<file path="src/hdl/sram_wr_map.svh">
// Timing figures and field widths of the static memory write port
`ifndef SRAM_WR_MAP_SVH
`define SRAM_WR_MAP_SVH

`define CLK_PERIOD_NS          20
`define ADDR_W                 19
`define DATA_W                 32
`define LANES                  4
`define LANE_W                 8
// Memory minimum times in ns
`define WRITE_STROBE_MIN_WIDTH 7
`define WRITE_RECOVERY_MIN     5
`define WRITE_CYCLE_MIN        12
`define ADDR_SETUP_TO_START    0
`define ADDR_SETUP_TO_END      12
`define ADDR_HOLD_AFTER_END    0
`define DATA_SETUP_TO_END      6
`define DATA_HOLD_AFTER_END    0
`define OUTPUT_FLOAT_DELAY     4
// Least times round up to whole cycles, never below one
`define CYC_UP(ns) ((((ns) + `CLK_PERIOD_NS - 1) / `CLK_PERIOD_NS) < 1 ? 1 : \
                    (((ns) + `CLK_PERIOD_NS - 1) / `CLK_PERIOD_NS))
`define CNT_W                  4

`endif

</file>
<file path="src/hdl/sram_wr_pkg.sv">
// Types shared by the static memory write controller
package sram_wr_pkg;
    `include "sram_wr_map.svh"

    // One write request from the user side
    typedef struct packed {
        logic [`ADDR_W-1:0] addr;
        logic [`DATA_W-1:0] data;
        logic [`LANES-1:0]  lanes;
    } wr_req_t;

    // Memory-facing control pins, active levels as on the device
    typedef struct packed {
        logic               write_strobe_n;
        logic               select_n;
        logic               chip_enable;
        logic               output_drive_n;
        logic [`LANES-1:0]  lane_enable_n;
    } mem_ctl_t;

    // Gray coded along idle -> setup -> strobe -> hold -> recover
    typedef enum logic [2:0] {
        ST_IDLE    = 3'b000,
        ST_SETUP   = 3'b001,
        ST_STROBE  = 3'b011,
        ST_HOLD    = 3'b010,
        ST_RECOVER = 3'b110
    } wr_state_t;
endpackage

</file>
<file path="src/hdl/sram_wr_ctrl.sv">
// Write-side controller driving an asynchronous 32-bit static memory
`timescale 1ns/1ps
`include "sram_wr_map.svh"

// How it works
// - Overlap of four controls defines write
// - Each control held for its minimum width
// - Overlap of all controls covers minimum pulse
// - Address valid before start, stable throughout
// - Address held after the ending control
// - Data valid a setup before write end
// - Data held after the write ends
// - Drive data only after memory output floats
// - Recovery gap between back-to-back writes
// - Single toggled control, others stay enabling
// - Successive writes respect minimum cycle time
module sram_wr_ctrl
    import sram_wr_pkg::*;
(
    input  wire logic               i_sys_clk,
    input  wire logic               i_srst,
    input  wire logic               i_req_valid,
    input  wire wr_req_t            i_req,
    output logic                    o_req_ready,
    output logic                    o_done,
    output mem_ctl_t                o_mem_ctl,
    output logic [`ADDR_W-1:0]      o_mem_addr,
    output logic [`DATA_W-1:0]      o_mem_dq_out,
    output logic [`DATA_W-1:0]      o_mem_dq_oe
);

    // Cycle counts derived from the memory minimums. Every phase is at least
    // one cycle, even when the memory minimum is zero. That costs a little
    // throughput, but no edge ever lands at the same instant as the edge it
    // depends on, so board skew cannot reorder them.
    localparam logic [`CNT_W-1:0] SETUP_CYC   = `CNT_W'(`CYC_UP(`OUTPUT_FLOAT_DELAY));
    localparam logic [`CNT_W-1:0] STROBE_A    = `CNT_W'(`CYC_UP(`WRITE_STROBE_MIN_WIDTH));
    localparam logic [`CNT_W-1:0] STROBE_D    = `CNT_W'(`CYC_UP(`DATA_SETUP_TO_END));
    localparam logic [`CNT_W-1:0] STROBE_E    = `CNT_W'(`CYC_UP(`ADDR_SETUP_TO_END));
    localparam logic [`CNT_W-1:0] STROBE_B    = (STROBE_A > STROBE_D) ? STROBE_A : STROBE_D;
    localparam logic [`CNT_W-1:0] STROBE_CYC  = (STROBE_B > STROBE_E) ? STROBE_B : STROBE_E;
    localparam logic [`CNT_W-1:0] HOLD_A      = `CNT_W'(`CYC_UP(`ADDR_HOLD_AFTER_END));
    localparam logic [`CNT_W-1:0] HOLD_D      = `CNT_W'(`CYC_UP(`DATA_HOLD_AFTER_END));
    localparam logic [`CNT_W-1:0] HOLD_CYC    = (HOLD_A > HOLD_D) ? HOLD_A : HOLD_D;
    localparam logic [`CNT_W-1:0] RECOVER_CYC = `CNT_W'(`CYC_UP(`WRITE_RECOVERY_MIN));
    localparam logic [`CNT_W-1:0] CYCLE_CYC   = `CNT_W'(`CYC_UP(`WRITE_CYCLE_MIN));
    localparam logic [`CNT_W-1:0] CNT_ONE     = `CNT_W'(1);

    wr_state_t          state_r;
    wr_state_t          state_nxt;
    logic [`CNT_W-1:0]  cnt_r;
    logic [`CNT_W-1:0]  cycle_r;
    wr_req_t            req_r;
    logic               cnt_last;

    assign cnt_last = (cnt_r == CNT_ONE);

    // Next state; each phase lasts its rounded-up cycle count
    always_comb begin
        state_nxt = state_r;
        case (state_r)
            ST_IDLE: begin
                if (i_req_valid) begin
                    state_nxt = ST_SETUP;
                end
            end
            ST_SETUP: begin
                if (cnt_last) begin
                    state_nxt = ST_STROBE;
                end
            end
            ST_STROBE: begin
                if (cnt_last) begin
                    state_nxt = ST_HOLD;
                end
            end
            ST_HOLD: begin
                if (cnt_last) begin
                    state_nxt = ST_RECOVER;
                end
            end
            ST_RECOVER: begin
                // Both recovery and the whole cycle time must have elapsed
                if (cnt_last && cycle_r == '0) begin
                    state_nxt = ST_IDLE;
                end
            end
            default: begin
                state_nxt = ST_IDLE;
            end
        endcase
    end

    // State register
    always_ff @(posedge i_sys_clk) begin
        if (i_srst) begin
            state_r <= ST_IDLE;
        end else begin
            state_r <= state_nxt;
        end
    end

    // Phase counter, loaded on every phase entry
    always_ff @(posedge i_sys_clk) begin
        if (i_srst) begin
            cnt_r <= '0;
        end else if (state_nxt != state_r) begin
            case (state_nxt)
                ST_SETUP:   cnt_r <= SETUP_CYC;
                ST_STROBE:  cnt_r <= STROBE_CYC;
                ST_HOLD:    cnt_r <= HOLD_CYC;
                ST_RECOVER: cnt_r <= RECOVER_CYC;
                default:    cnt_r <= '0;
            endcase
        end else if (cnt_r != '0) begin
            cnt_r <= cnt_r - CNT_ONE;
        end
    end

    // Write cycle timer, started with the strobe's falling edge
    always_ff @(posedge i_sys_clk) begin
        if (i_srst) begin
            cycle_r <= '0;
        end else if (state_r == ST_SETUP && cnt_last) begin
            cycle_r <= CYCLE_CYC - CNT_ONE;
        end else if (cycle_r != '0) begin
            cycle_r <= cycle_r - CNT_ONE;
        end
    end

    // Request capture; address and data stay fixed until the next accept
    always_ff @(posedge i_sys_clk) begin
        if (i_srst) begin
            req_r <= '0;
        end else if (state_r == ST_IDLE && i_req_valid) begin
            req_r <= i_req;
        end
    end

    // Handshake outputs
    always_ff @(posedge i_sys_clk) begin
        if (i_srst) begin
            o_req_ready <= 1'b0;
            o_done      <= 1'b0;
        end else begin
            o_req_ready <= (state_nxt == ST_IDLE) && !(state_r == ST_IDLE && i_req_valid);
            o_done      <= (state_r == ST_RECOVER) && (state_nxt == ST_IDLE);
        end
    end

    // Memory pins: select, enable and lanes frame the whole access, the strobe
    // alone opens and closes the write so one toggled control bounds it.
    always_ff @(posedge i_sys_clk) begin
        if (i_srst) begin
            o_mem_ctl.write_strobe_n <= 1'b1;
            o_mem_ctl.select_n       <= 1'b1;
            o_mem_ctl.chip_enable    <= 1'b0;
            o_mem_ctl.output_drive_n <= 1'b1;
            o_mem_ctl.lane_enable_n  <= '1;
            o_mem_addr               <= '0;
        end else begin
            o_mem_ctl.output_drive_n <= 1'b1; // keeps memory outputs off
            o_mem_ctl.write_strobe_n <= !(state_nxt == ST_STROBE);
            o_mem_ctl.select_n       <= (state_nxt == ST_IDLE);
            o_mem_ctl.chip_enable    <= (state_nxt != ST_IDLE);
            if (state_r == ST_IDLE && i_req_valid) begin
                o_mem_ctl.lane_enable_n <= ~i_req.lanes;
                o_mem_addr              <= i_req.addr;
            end else if (state_nxt == ST_IDLE) begin
                o_mem_ctl.lane_enable_n <= '1;
            end
        end
    end

    // Data drive starts one setup phase after select, so the float delay has passed
    always_ff @(posedge i_sys_clk) begin
        if (i_srst) begin
            o_mem_dq_out <= '0;
            o_mem_dq_oe  <= '0;
        end else begin
            if (state_nxt == ST_STROBE || state_nxt == ST_HOLD) begin
                o_mem_dq_oe <= '1;
            end else begin
                o_mem_dq_oe <= '0;
            end
            o_mem_dq_out <= req_r.data;
        end
    end

    // Strobe low only while select and enable are both active
    strobe_frame_a: assert property (@(posedge i_sys_clk) disable iff (i_srst)
        !o_mem_ctl.write_strobe_n |-> !o_mem_ctl.select_n && o_mem_ctl.chip_enable)
        else $error("strobe low outside select frame");

    // Strobe low lasts the one strobe cycle this clock needs, then returns high
    strobe_width_a: assert property (@(posedge i_sys_clk) disable iff (i_srst)
        $fell(o_mem_ctl.write_strobe_n) |-> (!o_mem_ctl.write_strobe_n)[*1] ##1 o_mem_ctl.write_strobe_n)
        else $error("strobe width wrong");

    // Address stable during the write and one cycle after it
    addr_stable_a: assert property (@(posedge i_sys_clk) disable iff (i_srst)
        !o_mem_ctl.write_strobe_n |=> $stable(o_mem_addr))
        else $error("address changed during write");

    // Data driven throughout strobe and one cycle past its end
    data_hold_a: assert property (@(posedge i_sys_clk) disable iff (i_srst)
        $rose(o_mem_ctl.write_strobe_n) |-> o_mem_dq_oe == '1 && $stable(o_mem_dq_out))
        else $error("data dropped at write end");

    // Data drive never follows select by less than one cycle
    data_late_a: assert property (@(posedge i_sys_clk) disable iff (i_srst)
        $rose(o_mem_ctl.chip_enable) |-> o_mem_dq_oe == '0)
        else $error("data driven with select");

    // Strobe returns high at least one cycle between writes
    recovery_gap_a: assert property (@(posedge i_sys_clk) disable iff (i_srst)
        $rose(o_mem_ctl.write_strobe_n) |=> o_mem_ctl.write_strobe_n)
        else $error("no recovery gap");

    // Memory output buffers stay off throughout
    out_float_a: assert property (@(posedge i_sys_clk) disable iff (i_srst)
        o_mem_ctl.output_drive_n)
        else $error("memory output enabled");

    // Lane pattern steady while the strobe is low
    lane_steady_a: assert property (@(posedge i_sys_clk) disable iff (i_srst)
        !o_mem_ctl.write_strobe_n |=> $stable(o_mem_ctl.lane_enable_n))
        else $error("lanes changed in write");

    // Memory is deselected when an access completes
    deselect_done_a: assert property (@(posedge i_sys_clk) disable iff (i_srst)
        o_done |-> o_mem_ctl.select_n && !o_mem_ctl.chip_enable)
        else $error("select held after done");

    // No lane stays enabled while the memory is deselected
    lanes_idle_a: assert property (@(posedge i_sys_clk) disable iff (i_srst)
        o_mem_ctl.select_n |-> o_mem_ctl.lane_enable_n == '1)
        else $error("lane enabled while idle");

    // Select is already active before the strobe falls, so the strobe alone
    // opens the overlap whatever the skew on the board
    strobe_inside_a: assert property (@(posedge i_sys_clk) disable iff (i_srst)
        $fell(o_mem_ctl.write_strobe_n) |-> $past(!o_mem_ctl.select_n))
        else $error("strobe opened before select");

    // Data is driven for the whole strobe, which covers the data setup
    data_setup_a: assert property (@(posedge i_sys_clk) disable iff (i_srst)
        $fell(o_mem_ctl.write_strobe_n) |-> o_mem_dq_oe == '1)
        else $error("data missing at strobe");

    // Ready is only shown while the memory is deselected
    ready_idle_a: assert property (@(posedge i_sys_clk) disable iff (i_srst)
        o_req_ready |-> o_mem_ctl.select_n)
        else $error("ready during access");

    // Done is a single cycle pulse
    done_pulse_a: assert property (@(posedge i_sys_clk) disable iff (i_srst)
        o_done |=> !o_done)
        else $error("done longer than a cycle");

    // Address still held in the cycle after the strobe ends
    addr_hold_a: assert property (@(posedge i_sys_clk) disable iff (i_srst)
        $rose(o_mem_ctl.write_strobe_n) |=> $stable(o_mem_addr))
        else $error("address dropped after write");

    // Data drive starts only after the memory has been selected a full cycle
    // with its outputs off, so the output float delay has run out
    drive_late_a: assert property (@(posedge i_sys_clk) disable iff (i_srst)
        $rose(o_mem_dq_oe[0]) |-> o_mem_ctl.output_drive_n && $past(!o_mem_ctl.select_n))
        else $error("data driven too early");

    // A limitation worth knowing: the strobe is the only bounding control, so
    // a board that gates select separately must still meet the strobe timing.

endmodule

</file>
<file path="config.mk">
export PLATFORM = sky130hd
export DESIGN_NAME = sram_wr_ctrl
export DESIGN_NICKNAME = d
export VERILOG_FILES = /design/src/hdl/sram_wr_pkg.sv /design/src/hdl/sram_wr_ctrl.sv
export VERILOG_INCLUDE_DIRS = /design/src /design/src/hdl
export SDC_FILE = /design/constraint.sdc
export NUM_CORES = 1
export LEC_CHECK = 0
export BUFFER_PORTS_ARGS = -buffer_cell sky130_fd_sc_hd__buf_2
export CAP_MARGIN = 10
export CORE_MARGIN = 5
export CORE_UTILIZATION = 40
export CTS_CLUSTER_DIAMETER = 80
export CTS_CLUSTER_SIZE = 10
export DETAILED_ROUTE_END_ITERATION = 12
export PLACE_DENSITY_LB_ADDON = 0.08
export SLEW_MARGIN = 5
export SYNTH_ARGS = -nofsm -noshare
export SYNTH_HDL_FRONTEND = slang
export SYNTH_SLANG_ARGS = --single-unit
</file>
<file path="constraint.sdc">
create_clock -name i_sys_clk -period 3.7 [get_ports i_sys_clk]
set_input_delay 0.37 -clock i_sys_clk [delete_from_list [all_inputs] [get_ports i_sys_clk]]
set_output_delay 0.37 -clock i_sys_clk [all_outputs]
set_load 0.01 [all_outputs]
</file>
Word level (Yosys, flattened, before mapping)
Cells that the tools add are included.
{"block": "totals", "mem_bits_rw": 0, "latch_bits": 0, "reg_bits": 136, "inputBits": 58, "memories": 0, "out_inout_bits": 93, "romBits": 0}
{"block": "op_classes", "mul": 0, "n_shift": 0, "n_reduce_logical": 18, "bitwise_logic": 1, "n_addsub": 2, "n_mux": 12, "eq_ne": 10, "n_div": 0, "n_lt_le_gt_ge": 0}
{"cell": "32-bit two-way mux", "count": 1}
{"cell": "4-bit two-way mux", "count": 4}
{"cell": "3-bit two-way mux", "count": 5}
{"cell": "3-bit case mux with 5 select lines", "count": 1}
{"cell": "3-bit by 2-bit equality test with 1-bit output, second input constant", "count": 4}
{"cell": "4-bit nonzero test", "count": 2}
{"cell": "4-bit by 1-bit subtractor with 4-bit output, second input constant", "count": 2}
{"cell": "3-bit by 1-bit equality test with 1-bit output, second input constant", "count": 2}
{"cell": "3-bit equality test, second input constant", "count": 2}
{"cell": "3-bit zero test", "count": 2}
{"cell": "1-bit logical AND", "count": 5}
{"cell": "4-bit by 1-bit equality test with 1-bit output, second input constant", "count": 1}
{"cell": "4-bit zero test", "count": 1}
{"cell": "4-bit inverter", "count": 1}
{"cell": "2-bit nonzero test", "count": 2}
{"cell": "4-bit OR reduction", "count": 1}
{"cell": "3-bit inequality test", "count": 1}
{"cell": "3-bit nonzero test", "count": 1}
{"cell": "1-bit zero test", "count": 2}
{"cell": "2-bit OR reduction", "count": 1}
{"cell": "1-bit logical OR", "count": 1}
{"cell": "1-bit two-way mux", "count": 1}

Longest topological paths before layout
{"block": "depth", "depth_word": 8, "mapped_depth": 7}

Least setup slack after synthesis
Ideal clock, no wire load.
{"block": "synth_timing", "kind": "reg2reg", "from": "register cycle_r[0]", "to": "register cnt_r[0]", "setup_time_ns": 0.121, "arrival_time_ns": 1.665, "t_required_ns": 3.579, "path_slack_ns": 1.913, "path_stages_with_launch": 8, "path_buffers": 1, "cell_sequence": "dfxtp_1 inv_1 ha_1 or3b_1 buf_4 o41ai_4 nor2_1 mux2_4"}
{"block": "synth_between", "elab_chain_len": 8, "elab_cells_between_ends": 13, "cone_classes": "eq/ne: 5; mux: 4; reduce/logical: 4"}
{"element": "start: declaration", "line": "sram_wr_ctrl.sv:52", "source": "logic [`CNT_W-1:0] cycle_r;"}
{"element": "start signal: assignment", "line": "sram_wr_ctrl.sv:125", "source": "cycle_r <= CYCLE_CYC - CNT_ONE;"}
{"element": "start signal: assignment", "line": "sram_wr_ctrl.sv:127", "source": "cycle_r <= cycle_r - CNT_ONE;"}
{"element": "4-bit zero test (*)", "line": "sram_wr_ctrl.sv:84", "source": "if (cnt_last && cycle_r == '0) begin"}
{"element": "1-bit logical AND (*)", "line": "sram_wr_ctrl.sv:84"}
{"element": "3-bit two-way mux (*)", "line": "sram_wr_ctrl.sv:84"}
{"element": "3-bit case mux with 5 select lines (*)", "line": "sram_wr_ctrl.sv:61", "source": "case (state_r)"}
{"element": "3-bit by 2-bit equality test with 1-bit output, or another cell as far along", "line": "sram_wr_ctrl.sv:108", "source": "case (state_nxt)"}
{"element": "4-bit OR reduction (no source line)"}
{"element": "1-bit two-way mux", "line": "sram_wr_ctrl.sv:108"}
{"element": "4-bit two-way mux", "line": "sram_wr_ctrl.sv:107", "source": "end else if (state_nxt != state_r) begin"}
{"element": "end signal: assignment", "line": "sram_wr_ctrl.sv:116", "source": "cnt_r <= cnt_r - CNT_ONE;"}
{"element": "end: declaration", "line": "sram_wr_ctrl.sv:51", "source": "logic [`CNT_W-1:0] cnt_r;"}
Every way passes the cells marked *; elsewhere a longest branch is shown, timed or not.
A chain may end at the register's enable or synchronous reset.

Worst setup path after layout
{"block": "layout_timing", "from": "register state_r[2]", "to": "register req_r[16] (netlist bit)"}
{"block": "layout_between", "elab_chain_len": 2}
{"element": "start: declaration", "line": "sram_wr_ctrl.sv:49", "source": "wr_state_t state_r;"}
{"element": "start signal: assignment", "line": "sram_wr_ctrl.sv:99", "source": "state_r <= state_nxt;"}
{"element": "3-bit zero test", "line": "sram_wr_ctrl.sv:135", "source": "end else if (state_r == ST_IDLE && i_req_valid) begin"}
{"element": "1-bit logical AND", "line": "sram_wr_ctrl.sv:135"}
{"element": "end signal: assignment", "line": "sram_wr_ctrl.sv:136", "source": "req_r <= i_req;"}
{"element": "end: declaration", "line": "sram_wr_ctrl.sv:53", "source": "wr_req_t req_r;"}
No other way between the ends.

==> flow_summary.yaml <==
power_and_ir_drop:
  leakagePower_nw: 2.127
  seqPwrFrac: 0.509
  p_sw_frac: 0.3181
  p_sw_mw: 0.8121
  power-per-cell-area_mw_per_mm2: 556.1
  pwr-share-comb: 0.229
  clockPowerShare: 0.262
  power.total_mw: 2.553
  p_int_mw: 1.741
  ir_drop_mv: 0.1861
grt:
  grt_pass1_vias: 2806
  grt-ovfl-total: 0
  grt_pass1_wl_um: 12960
  grtUsageTotal: 0.1401
  antenna_found_initial: 0
  grt_max_degree: 42
sta:
  tns_ps: 0
  rsz0062_at_grt: "no"
  worst_slack_ps: 1575
  hold_viol: 0
  period_share: 0.5743
  skew_ps: 11.98
  whs_ps: 174.9
  drv_slew: 0
  min_period_ps: 2125
  clock.fmax_mhz: 470.6
  setup_viol: 0
  slew_headroom: 0.4341
  worst_pin_slew_ps: 846.2
placed_design:
  io_buffers: 149
  dpl.cell_count: 649
  dpl.hpwl_um: 5782
  place_area_mm2: 0.004405
  place.gp.congestion: 0.7059
  place_ws_ps: 1552
min_path:
  worstHoldPathCells: 2
  hp-class: "in -> reg"
  hold-path-endpoint: "o_mem_ctl[2]"
  worstHoldStart: "i_req[2]"
setup_path:
  critical_path_class: "reg -> reg"
  reg2reg_depth: 5
  cp_max_fo: 31
  worstSetupStartpointType: "flop"
  critPathArrivalTime_ps: 2410
  reg2reg_slack_ps: 1580
  r2r_start: "state_r[2]"
  r2r_end: "req_r[16]"
  crit_required_ps: 3990
  crit_path_end_kind: "flop"
floorplanning:
  initial_core_util: 0.4106
  rows: 35
  design.core.area_mm2: 0.009240
  io_pins: 151
  die_w_um: 107.4
  die_y_um: 107.4
  die-area_mm2: 0.01153
synthesis:
  synth_top_cell_area_share: 0.5488
  synthAdderAreaFrac: 0.01649
  synth.ff_latch_count: 104
  synth_top_family_by_area: "simple AND/OR/NAND/NOR gates"
  synth.yosys.seq_area_share: 0.5488
  synthCells: 423
  synth_area_mm2: 0.003794
  synthMuxAreaShare: 0.003958
  yosys.area.top_type: "dfxtp_1"
  synth-simple-area-share: 0.2068
  synth_nets: 486
  synthArstFlopShare: 0
  yosys_warnings: 0
  synth-edff-count: 0
  avgSynthCellArea_um2: 8.968
  synth_flop_cell: "dfxtp_1"
  synthTopCellsByArea: "dfxtp_1 55%, nand2_1 11%, a21oi_1 7.7%, buf_4 6.5%, nor2b_1 5.4%"
  netlist-cell-type-count: 34
  synth_compound_area_frac: 0.1118
  yosys.area_share.xor_xnor: 0.01616
route:
  wl_um: 8160
  drt_iter0_markers: 135
  drc: 0
  vias: 2961
  drt-vias-per-instance: 4.453
  ant_nets: 0
  wire_per_inst_um: 12.27
  drt_pass1_iterations: 4
layout:
  final_nets: 594
  fin_util: 0.4968
  diodes: 0
  drive_gt1_frac: 0.3284
  final_cells: 665
  design_area_mm2: 0.004591
  areaGrowthSynthToFinish_pct: 21.01
clock_network:
  cts_buffers: 9
  cts_hold_buf: 0
  clk-insertion-delay-late_ps: 360
  h-tree-depth: 3
  clk_pin_slew_ps: 100
  post_cts_buffers: 0
  ctsResizeCount: 0
  root_buffer: "clkbuf_8"
  cts_tree: "yes"
  clockBufferDepth: 2
  clkSinkCount: 104
job:
  drv_cap: 0
status:
  status: "finished clean"
-- logic make-up (layout without fill, tap and decap cells) --
family | Yosys count | in the layout
AO/OA/AOI/OAI | 71 | 71
XOR/XNOR | 7 | 7
adder cells (fa/ha/maj) | 5 | 5
buffers and inverters | 62 | 175
flip-flops | 104 | 104
multiplexers | 1 | 1
other | 1 | 1
AND/OR/NAND/NOR | 172 | 172
-- synth_stat cells, drive strengths merged (2+ instances only) --
cell,instances
nand2,109
dfxtp,104
a21oi,58
buf,35
nor2b,33
clkbuf,22
nor2,13
xnor2,7
nor3,6
ha,5
inv,5
a2bb2oi,4
nor3b,2
nor4,2
o21bai,2
or3b,2
-- worst max path at each step --
stage / start / to / slack, ps / cells after the start
after floorplan: cycle_r[0] / cnt_r[0] / 1910 / 7
after global placement: state_r[2] / req_r[30] / 1610 / 5
after detailed placement: state_r[2] / req_r[16] / 1550 / 5
after CTS: state_r[2] / req_r[16] / 1530 / 5
after global routing: state_r[2] / req_r[18] / 1310 / 5
final: state_r[2] / req_r[16] / 1580 / 5
-- cell type report --
type,instances,area [um^2]
Multi-Input combinational cell,257,1360
Inverter,5,18.77
Clock inverter,6,57.56
Fill cell,943,4649
Tap cell,129,161.4
Clock buffer,10,127.6
Timing Repair Buffer,154,783.3
Sequential cell,104,2082
-- cell usage in the layout (no fill, tap or decap), types with 2 or more instances in the layout --
cell / count
inv_6: 2
nor4_1: 2
buf_2: 149
nand2_1: 109
a21oi_1: 58
clkbuf_8: 9
or3b_1: 2
nor2_1: 13
inv_8: 2
nor3_1: 6
buf_4: 5
inv_1: 5
a2bb2oi_1: 4
nor2b_1: 33
dfxtp_1: 104
ha_1: 5
xnor2_1: 7
clkinv_4: 2
-- state kept, by name, summed over array words and instances (netlist names) --
signal and flops:
req_r 32, state_r 3, o_req_ready 1, o_mem_addr 19, cycle_r 4, o_mem_dq_oe 1
cnt_r 4, o_done 1, o_mem_ctl 7, o_mem_dq_out 32
-- routing by layer --
layer	global-route usage	share of wire	wire length, um
met5	0	0	0
met4	0.05410	0.013	108
met3	0.05579	0.11	874
met2	0.2207	0.44	3576
met1	0.1717	0.44	3601
-- power by group through the flow --
stage	combinational, mW	clock, mW	sequential (mW)
finish	0.585	0.669	1.30
detailed placement	0.591	0	1.33
global placement	0.586	0	1.32
floorplan	0.459	0	1.33
CTS	0.594	0.701	1.30
global route	0.655	0.761	1.32
-- worst max-delay path, cell delays in order, from the launching register on --
cell and delay (ps):
dfxtp_1 600, nor2_1 130, nand3b_1 620, buf_4 450
nand2_1 90, a21oi_1 140
No activity file was read; power rests on OpenSTA's default activity.
